==> src/core/prcc_defs.vh <==
// constants for the port, reset and clock control block
`ifndef PRCC_DEFS_VH
`define PRCC_DEFS_VH
`define PRCC_PORT_RST_VAL    8'hff
`define PRCC_P1_PULLUP_MASK  8'hfc
`define PRCC_P3_CMP_BIT      6
`define PRCC_P3_RXD_BIT      0
`define PRCC_P3_TXD_BIT      1
`define PRCC_P3_IRQ0_BIT     2
`define PRCC_P3_IRQ1_BIT     3
`define PRCC_P3_T0_BIT       4
`define PRCC_P3_T1_BIT       5
`define PRCC_P1_CMP_POS_BIT  0
`define PRCC_P1_CMP_NEG_BIT  1
`define PRCC_OSC_PER_MC      4'd12
`define PRCC_PHASE_PER_MC    4'd6
`define PRCC_RST_HOLD_MC     2'd2
`define PRCC_MODE_RUN        2'd0
`define PRCC_MODE_IDLE       2'd1
`define PRCC_MODE_PDOWN      2'd2
`endif

==> src/core/prcc_pin_cell.v <==
// one quasi-bidirectional port pin cell
`timescale 1ns/10ps
`default_nettype none
module prcc_pin_cell
#(
  parameter HAS_PULLUP = 1
)
(
  input  wire i_latch,
  input  wire i_force_high,
  input  wire i_pad,
  output wire o_pad,
  output wire o_pad_oe_n,
  output wire o_pull_en,
  output wire o_pin_val
);
  // zero latch sinks hard; one leaves only the pull-up
  assign o_pad      = 1'b0;
  assign o_pad_oe_n = i_force_high | i_latch;
  assign o_pull_en  = (HAS_PULLUP != 0) ? 1'b1 : 1'b0;
  assign o_pin_val  = i_pad;
endmodule // prcc_pin_cell
`default_nettype wire

==> src/core/prcc_top.v <==
// port pins, reset sequencing and machine-cycle clocking
// Summary of operation
// - port_one is eight bidirectional pins
// - pull-ups on pins two to seven only
// - pins zero, one feed comparator inputs
// - write one before reading a pin
// - port_three has seven pulled-up bidirectional pins
// - port_three bit six reads comparator in O_P3_PINS; O_PROG_CTRL passes its pad
// - port_three pins carry alternate functions
// - reset releases all pins at once
// - reset held two machine cycles resets
// - twelve oscillator periods per machine cycle
// - oscillator divided by two first
// - idle halts cpu, peripherals keep running
// - power-down stops clock until reset
// - ports carry programming bytes and controls
// - idle ends on interrupt or reset
// - reset keeps ram, reloads registers
`timescale 1ns/10ps
`default_nettype none
`include "prcc_defs.vh"
module prcc_top
(
  input  wire       I_CORE_CLK,
  input  wire       I_RST_N,
  input  wire       I_RESET_PIN,
  input  wire       I_OSC_AMP_INPUT,
  output wire       O_OSC_AMP_OUTPUT,
  input  wire       I_P1_WR,
  input  wire [7:0] I_P1_WDATA,
  input  wire       I_P3_WR,
  input  wire [7:0] I_P3_WDATA,
  input  wire       I_SERIAL_TX_DATA,
  input  wire       I_IDLE_REQ,
  input  wire       I_PDOWN_REQ,
  input  wire       I_IRQ_PENDING,
  input  wire       I_PROG_MODE,
  input  wire [7:0] I_PROG_RDATA,
  input  wire       I_PROG_RDATA_EN,
  input  wire       I_CMP_RESULT,
  input  wire [7:0] I_PORT_ONE_PAD,
  output wire [7:0] O_PORT_ONE_PAD,
  output wire [7:0] O_PORT_ONE_OE_N,
  output wire [7:0] O_PORT_ONE_PULL_EN,
  input  wire [7:0] I_PORT_THREE_PAD,
  output wire [7:0] O_PORT_THREE_PAD,
  output wire [7:0] O_PORT_THREE_OE_N,
  output wire [7:0] O_PORT_THREE_PULL_EN,
  output reg  [7:0] O_P1_LATCH,
  output reg  [7:0] O_P3_LATCH,
  output reg  [7:0] O_P1_PINS,
  output reg  [7:0] O_P3_PINS,
  output wire       O_COMPARATOR_POS_INPUT,
  output wire       O_COMPARATOR_NEG_INPUT,
  output wire       O_SERIAL_RECEIVE_IN,
  output wire       O_EXTERNAL_IRQ_ZERO,
  output wire       O_EXTERNAL_IRQ_ONE,
  output wire       O_TIMER_ZERO_COUNT_IN,
  output wire       O_TIMER_ONE_COUNT_IN,
  output wire [7:0] O_PROG_CODE_BYTE,
  output wire [7:0] O_PROG_CTRL,
  output reg        O_SFR_RESET,
  output reg        O_MC_TICK,
  output reg  [3:0] O_MC_PHASE,
  output wire       O_CPU_CLK_EN,
  output wire       O_PERIPH_CLK_EN,
  output reg  [1:0] O_POWER_MODE
);
  reg  [7:0] p1_latch_reg;
  reg  [7:0] p3_latch_reg;
  reg        osc_div_reg;
  reg        osc_prev_reg;
  reg  [3:0] phase_reg;
  reg  [3:0] phase_next;
  reg  [1:0] rst_mc_reg;
  reg        rst_done_reg;
  reg  [1:0] mode_reg;
  reg  [1:0] mode_next;
  wire       osc_rise;
  wire       mc_end;
  wire [7:0] p1_val;
  wire [7:0] p3_val;
  reg  [7:0] p1_latch_eff;
  reg  [7:0] p3_latch_eff;
  reg  [7:0] p3_read;
  wire       run_osc;

  // pull-up layout of port_one's pins, taken once here from the defs mask; port_three's is decoded in pull_of
  localparam [7:0] p1_pullup_mask = `PRCC_P1_PULLUP_MASK;

  // port_one's comparator pair has no pull-up; port_three lacks one on bit six
  function pull_of;
    input         is_port_three;
    input integer bit_idx;
    begin
      if (is_port_three)
        pull_of = (bit_idx != `PRCC_P3_CMP_BIT);
      else
        pull_of = p1_pullup_mask[bit_idx];
    end
  endfunction

  // power-down freezes the divider, so nothing else advances
  assign run_osc  = (mode_reg != `PRCC_MODE_PDOWN);
  assign osc_rise = I_OSC_AMP_INPUT & ~osc_prev_reg & run_osc;
  assign O_OSC_AMP_OUTPUT = run_osc ? ~I_OSC_AMP_INPUT : 1'b1;

  // a phase is one divided clock, two oscillator periods
  assign mc_end = osc_rise & osc_div_reg & (phase_reg == `PRCC_PHASE_PER_MC - 4'd1);

  always @(posedge I_CORE_CLK)
  begin
    if (!I_RST_N)
    begin
      osc_prev_reg <= 1'b0;
      osc_div_reg  <= 1'b0;
    end
    else
    begin
      osc_prev_reg <= I_OSC_AMP_INPUT;
      if (osc_rise)
        osc_div_reg <= ~osc_div_reg;
    end
  end

  always @*
  begin
    phase_next = phase_reg;
    if (osc_rise && osc_div_reg)
      phase_next = mc_end ? 4'd0 : phase_reg + 4'd1;
  end

  // reset pin counted in machine cycles; ram is outside and never touched
  always @(posedge I_CORE_CLK)
  begin
    if (!I_RST_N)
    begin
      phase_reg    <= 4'd0;
      rst_mc_reg   <= 2'd0;
      rst_done_reg <= 1'b0;
      O_SFR_RESET  <= 1'b1;
      O_MC_TICK    <= 1'b0;
      O_MC_PHASE   <= 4'd0;
    end
    else
    begin
      phase_reg  <= phase_next;
      O_MC_TICK  <= mc_end;
      O_MC_PHASE <= phase_next;
      if (!I_RESET_PIN)
      begin
        rst_mc_reg   <= 2'd0;
        rst_done_reg <= 1'b0;
        O_SFR_RESET  <= 1'b0;
      end
      else if (mc_end && rst_mc_reg != `PRCC_RST_HOLD_MC)
      begin
        rst_mc_reg <= rst_mc_reg + 2'd1;
        if (rst_mc_reg + 2'd1 == `PRCC_RST_HOLD_MC)
        begin
          rst_done_reg <= 1'b1;
          O_SFR_RESET  <= 1'b1;
        end
      end
    end
  end

  always @*
  begin
    mode_next = mode_reg;
    case (mode_reg)
      `PRCC_MODE_RUN:
        if (I_PDOWN_REQ)
          mode_next = `PRCC_MODE_PDOWN;
        else if (I_IDLE_REQ)
          mode_next = `PRCC_MODE_IDLE;
      `PRCC_MODE_IDLE:
        if (I_IRQ_PENDING || rst_done_reg)
          mode_next = `PRCC_MODE_RUN;
      `PRCC_MODE_PDOWN:
        // oscillator stopped, so the reset pin alone brings it back
        if (I_RESET_PIN)
          mode_next = `PRCC_MODE_RUN;
      default:
        mode_next = `PRCC_MODE_RUN;
    endcase
  end

  always @(posedge I_CORE_CLK)
  begin
    if (!I_RST_N)
    begin
      mode_reg     <= `PRCC_MODE_RUN;
      O_POWER_MODE <= `PRCC_MODE_RUN;
    end
    else
    begin
      mode_reg     <= mode_next;
      O_POWER_MODE <= mode_next;
    end
  end

  assign O_CPU_CLK_EN    = (mode_reg == `PRCC_MODE_RUN);
  assign O_PERIPH_CLK_EN = run_osc;

  // latches reload to all ones while the reset pin stands high
  always @(posedge I_CORE_CLK)
  begin
    if (!I_RST_N)
    begin
      p1_latch_reg <= `PRCC_PORT_RST_VAL;
      p3_latch_reg <= `PRCC_PORT_RST_VAL;
    end
    else if (I_RESET_PIN || rst_done_reg)
    begin
      p1_latch_reg <= `PRCC_PORT_RST_VAL;
      p3_latch_reg <= `PRCC_PORT_RST_VAL;
    end
    else
    begin
      if (I_P1_WR && O_CPU_CLK_EN)
        p1_latch_reg <= I_P1_WDATA;
      if (I_P3_WR && O_CPU_CLK_EN)
        p3_latch_reg <= I_P3_WDATA;
    end
  end

  // programmer verify path overrides the cpu latch; cpu writes still land underneath
  always @*
  begin
    p1_latch_eff = p1_latch_reg;
    if (I_PROG_MODE && I_PROG_RDATA_EN)
      p1_latch_eff = I_PROG_RDATA;
  end

  // serial transmit shares its pin through the latch; bit six never drives
  always @*
  begin
    p3_latch_eff = p3_latch_reg;
    p3_latch_eff[`PRCC_P3_TXD_BIT] = p3_latch_reg[`PRCC_P3_TXD_BIT]
                                     & I_SERIAL_TX_DATA;
    p3_latch_eff[`PRCC_P3_CMP_BIT] = 1'b1;
  end

  genvar gi;
  generate
    for (gi = 0; gi < 8; gi = gi + 1)
    begin : g_pins
      // reset pin releases pads combinationally, no clock needed
      prcc_pin_cell #(.HAS_PULLUP(pull_of(1'b0, gi))) u_p1
      (
        .i_latch      (p1_latch_eff[gi]),
        .i_force_high (I_RESET_PIN),
        .i_pad        (I_PORT_ONE_PAD[gi]),
        .o_pad        (O_PORT_ONE_PAD[gi]),
        .o_pad_oe_n   (O_PORT_ONE_OE_N[gi]),
        .o_pull_en    (O_PORT_ONE_PULL_EN[gi]),
        .o_pin_val    (p1_val[gi])
      );
      prcc_pin_cell #(.HAS_PULLUP(pull_of(1'b1, gi))) u_p3
      (
        .i_latch      (p3_latch_eff[gi]),
        .i_force_high (I_RESET_PIN),
        .i_pad        (I_PORT_THREE_PAD[gi]),
        .o_pad        (O_PORT_THREE_PAD[gi]),
        .o_pad_oe_n   (O_PORT_THREE_OE_N[gi]),
        .o_pull_en    (O_PORT_THREE_PULL_EN[gi]),
        .o_pin_val    (p3_val[gi])
      );
    end
  endgenerate

  // bit six of O_P3_PINS reads the comparator, never its pad; O_PROG_CTRL still passes the pad
  always @*
  begin
    p3_read = p3_val;
    p3_read[`PRCC_P3_CMP_BIT] = I_CMP_RESULT;
  end

  always @(posedge I_CORE_CLK)
  begin
    if (!I_RST_N)
    begin
      O_P1_LATCH <= `PRCC_PORT_RST_VAL;
      O_P3_LATCH <= `PRCC_PORT_RST_VAL;
      O_P1_PINS  <= `PRCC_PORT_RST_VAL;
      O_P3_PINS  <= `PRCC_PORT_RST_VAL;
    end
    else
    begin
      O_P1_LATCH <= p1_latch_reg;
      O_P3_LATCH <= p3_latch_reg;
      O_P1_PINS  <= p1_val;
      O_P3_PINS  <= p3_read;
    end
  end

  assign O_COMPARATOR_POS_INPUT = I_PORT_ONE_PAD[`PRCC_P1_CMP_POS_BIT];
  assign O_COMPARATOR_NEG_INPUT = I_PORT_ONE_PAD[`PRCC_P1_CMP_NEG_BIT];
  assign O_SERIAL_RECEIVE_IN    = p3_val[`PRCC_P3_RXD_BIT];
  assign O_EXTERNAL_IRQ_ZERO    = p3_val[`PRCC_P3_IRQ0_BIT];
  assign O_EXTERNAL_IRQ_ONE     = p3_val[`PRCC_P3_IRQ1_BIT];
  assign O_TIMER_ZERO_COUNT_IN  = p3_val[`PRCC_P3_T0_BIT];
  assign O_TIMER_ONE_COUNT_IN   = p3_val[`PRCC_P3_T1_BIT];

  // programming: port_one in/out code bytes, port_three control lines
  assign O_PROG_CODE_BYTE = I_PROG_MODE ? p1_val : 8'h00;
  assign O_PROG_CTRL      = I_PROG_MODE ? p3_val : 8'h00;
endmodule // prcc_top
`default_nettype wire
==> config.mk <==
export PLATFORM = sky130hd
export DESIGN_NAME = prcc_top
export DESIGN_NICKNAME = d
export VERILOG_FILES = /design/src/core/prcc_pin_cell.v /design/src/core/prcc_top.v
export VERILOG_INCLUDE_DIRS = /design/src /design/src/core
export SDC_FILE = /design/constraint.sdc
export NUM_CORES = 1
export LEC_CHECK = 0
export BUFFER_PORTS_ARGS = -buffer_cell sky130_fd_sc_hd__buf_2
export CORE_MARGIN = 10
export CORE_UTILIZATION = 46
export CTS_CLUSTER_SIZE = 10
export DETAILED_ROUTE_END_ITERATION = 8
export PLACE_DENSITY = 0.81
export SLEW_MARGIN = 20
export SYNTH_ARGS = -nofsm -noshare
export SYNTH_HDL_FRONTEND = slang
export SYNTH_SLANG_ARGS = --single-unit
==> constraint.sdc <==
create_clock -name I_CORE_CLK -period 2.4 [get_ports I_CORE_CLK]
set_clock_uncertainty 0.2 [all_clocks]
set_input_delay 0.12 -clock I_CORE_CLK [delete_from_list [all_inputs] [get_ports I_CORE_CLK]]
set_output_delay 0.12 -clock I_CORE_CLK [all_outputs]
set_load 0.05 [all_outputs]
==> results.json <==
{
  "outcome": "finished, final reports clean",
  "worstPathArrival_ns": 2.25,
  "rows": 27,
  "synth-main-ff-cell": "dfxtp_1",
  "period_share_pct": 90.48,
  "antenna_found_initial": 0,
  "setup_viol": 0,
  "start_util_pct": 48.37,
  "timing.critical_path.buf_inv": 2,
  "diodes": 0,
  "dr.pass1.iters": 4,
  "synthSimpleGateAreaFrac_pct": 32.51,
  "grt-ovfl-total": 0,
  "post_cts_buffers": 0,
  "final_util_pct": 66.13,
  "max_stage_delay_ns": 0.54,
  "ys_seq_area_share_pct": 44.75,
  "min-delay-path-class": "primary input to flop",
  "leakage_nw": 1.775,
  "fmax_mhz": 460.5,
  "clock_path_buffers": 2,
  "r2r_cells": 7,
  "syn_area_sq_um": 2729,
  "async_flop_share_pct": 0,
  "synth_xor_area_share_pct": 0.6419,
  "coreArea_sq_um": 5642,
  "grt_use_total_pct": 16.68,
  "gp_congestion": 0.7692,
  "synth_area_leader_cell": "dfxtp_1",
  "netlist_top_cells_count": "61 x dfxtp_1, 55 x buf_4, 52 x nand2_1",
  "layout_setup_ws_ns": 0.2284,
  "wl_um": 8104,
  "synth.area.top_cells": "dfxtp_1 45%, buf_4 15%, nand2b_1 7.3%",
  "syn_inst": 316,
  "ir_worst_vdd_uv": 334.9,
  "synthAdderAreaFrac_pct": 1.834,
  "worstSetupPathType": "flop to flop",
  "avgViaCountPerCell": 4.438,
  "grt_first_pass_wirelength_um": 12890,
  "endpoint_kind": "flop",
  "dieHeight_um": 97.02,
  "detail-route-antenna-nets": 0,
  "via_count": 2410,
  "reg2reg_setup_slack_ns": 0.23,
  "io_pins": 167,
  "drv_cap": 0,
  "syn_avg_cell_area_sq_um": 8.636,
  "synth_top_family_by_area": "simple AND/OR/NAND/NOR gates",
  "synth-edff-count": 0,
  "htree_num_levels": 3,
  "synth_cell_types": 35,
  "synth_top_area_share_pct": 44.75,
  "nets": 523,
  "cp_data_required_time_ns": 2.48,
  "grt_max_degree": 26,
  "cp_top_family": "simple AND/OR/NAND/NOR gates",
  "hold_violations": 0,
  "path_clk_slew_ns": 0.07,
  "drt-initial-drc-count": 56,
  "min_to": "p1_latch_reg[5]",
  "hold_start": "I_P1_WR",
  "dp_hpwl_um": 6066,
  "slew_violations": 0,
  "crit_top_cell": "nand3_1",
  "synth_compound_area_share_pct": 2.201,
  "min_path_cells": 4,
  "post-synth-top-count-cell": "dfxtp_1",
  "p_per_area_nw_per_um2": 678.4,
  "crit_path_start_kind": "flop",
  "fin_crit_ns": 2.172,
  "slowest_stage": "dlygate4sd3_1",
  "timing.rr.end": "O_SFR_RESET",
  "drive_above_1_share_pct": 34.39,
  "drc_errors": 0,
  "drt-wirelength-per-cell_um": 14.92,
  "dp_slack_ns": 0.6752,
  "port_buffers": 133,
  "finalSetupTns_ns": 0,
  "place_inst": 488,
  "rr_startpoint": "rst_mc_reg[0]",
  "fin_cells": 543,
  "die_w_um": 97.02,
  "die_area_sq_um": 9413,
  "synthMuxAreaShare_pct": 0.3668,
  "clkLatencyLatePin_ns": 0.33,
  "cts_tree": "built",
  "ys_warn_count": 0,
  "cts-root-buf": "clkbuf_8",
  "cts_buffers": 9,
  "worstPathMaxFanout": 5,
  "ys_seq_elements": 61,
  "crit_chain": "inv_1 > ha_1 > nor4bb_1 > and4_2 > nand3_1 > nand3_1 > dlygate4sd3_1",
  "clock-sinks": 61,
  "grt_pass1_vias": 2571,
  "rsz0062_at_grt": "false",
  "syn_to_final_growth_pct": 36.73
}
-- worst max path at each step --
stage / from / depth (start not counted) / endpoint / slack (ns)
after detailed placement: rst_mc_reg[0] / 6 / rst_mc_reg[1] / 0.68
after global placement: phase_reg[1] / 5 / phase_reg[3] / 0.77
final: rst_mc_reg[0] / 7 / O_SFR_RESET / 0.23
after floorplan: mode_reg[1] / 5 / p1_latch_reg[0] / 0.19
after global routing: rst_mc_reg[0] / 7 / O_SFR_RESET / 0.13
after CTS: rst_mc_reg[0] / 7 / O_SFR_RESET / 0.23
-- routing by layer --
layer  share of wire, %  routed length, um  global-route usage, %
met1                 42               3440                  17.83
met3                6.8                549                  4.826
met2                 49               3953                  29.35
met5                  0                  0                      0
met4                2.0                160                  7.892
-- tightest hold or removal path, stage by stage --
cell and delay [ns]:
buf_2 0.08, nand2_1 0.15, nand2_1 0.11, nand3_1 0.06
-- cell families after synthesis --
group           Yosys count
compound gates            9
xor+xnor                  2
fa+ha+maj                 4
buf+inv                  71
flops                    61
mux                       1
other cells               2
simple gates            166
-- cell type report --
class | instances | area (sq um)
flip-flops and latches | 61 | 1221
well taps | 72 | 90.09
clock buffers | 12 | 155.1
clock inverters | 4 | 22.52
multi-input cells | 215 | 1149
repair buffers | 175 | 1079
inverters | 4 | 15.01
fillers | 475 | 1911
-- report_power, final --
part / internal (W) / switching [W]
Combinational: 0.000173 / 0.000478
Sequential: 0.00105 / 0.0000215
Clock: 0.000426 / 0.000379
Total: 0.00165 / 0.000878
-- placed cells by master, fill, tap and decap left out, types with 3 or more instances in the layout --
| master | count |
|---|---|
| ha_1 | 4 |
| clkbuf_8 | 11 |
| clkinv_2 | 3 |
| nand2b_1 | 32 |
| and2_1 | 20 |
| nor2_1 | 8 |
| dfxtp_1 | 61 |
| or2_2 | 6 |
| inv_1 | 3 |
| nand3_1 | 35 |
| buf_2 | 133 |
| nand2_1 | 52 |
| conb_1 | 33 |
| dlygate4sd3_1 | 39 |
| buf_4 | 3 |
-- timing repair --
item | 4_1_cts | 5_1_grt
gates resized for setup | 0 | 0
endpoints found under the hold margin | 48 | 0
hold buffers | 39 | 0
-- through the flow --
step | power [W] | hold slack (ns) | cell area [sq um]
final | 0.002531 | 0.05021 | 3731
after global routing | 0.002648 | 0.08886 | 3731
after CTS | 0.002546 | 0.04390 | 3731
after detailed placement | 0.001695 | 0.1168 | 3163
after global placement | 0.001689 | 0.1002 | 3163
after floorplan | 0.001621 | -0.006960 | 2845
(Power assumes the default switching activity.)
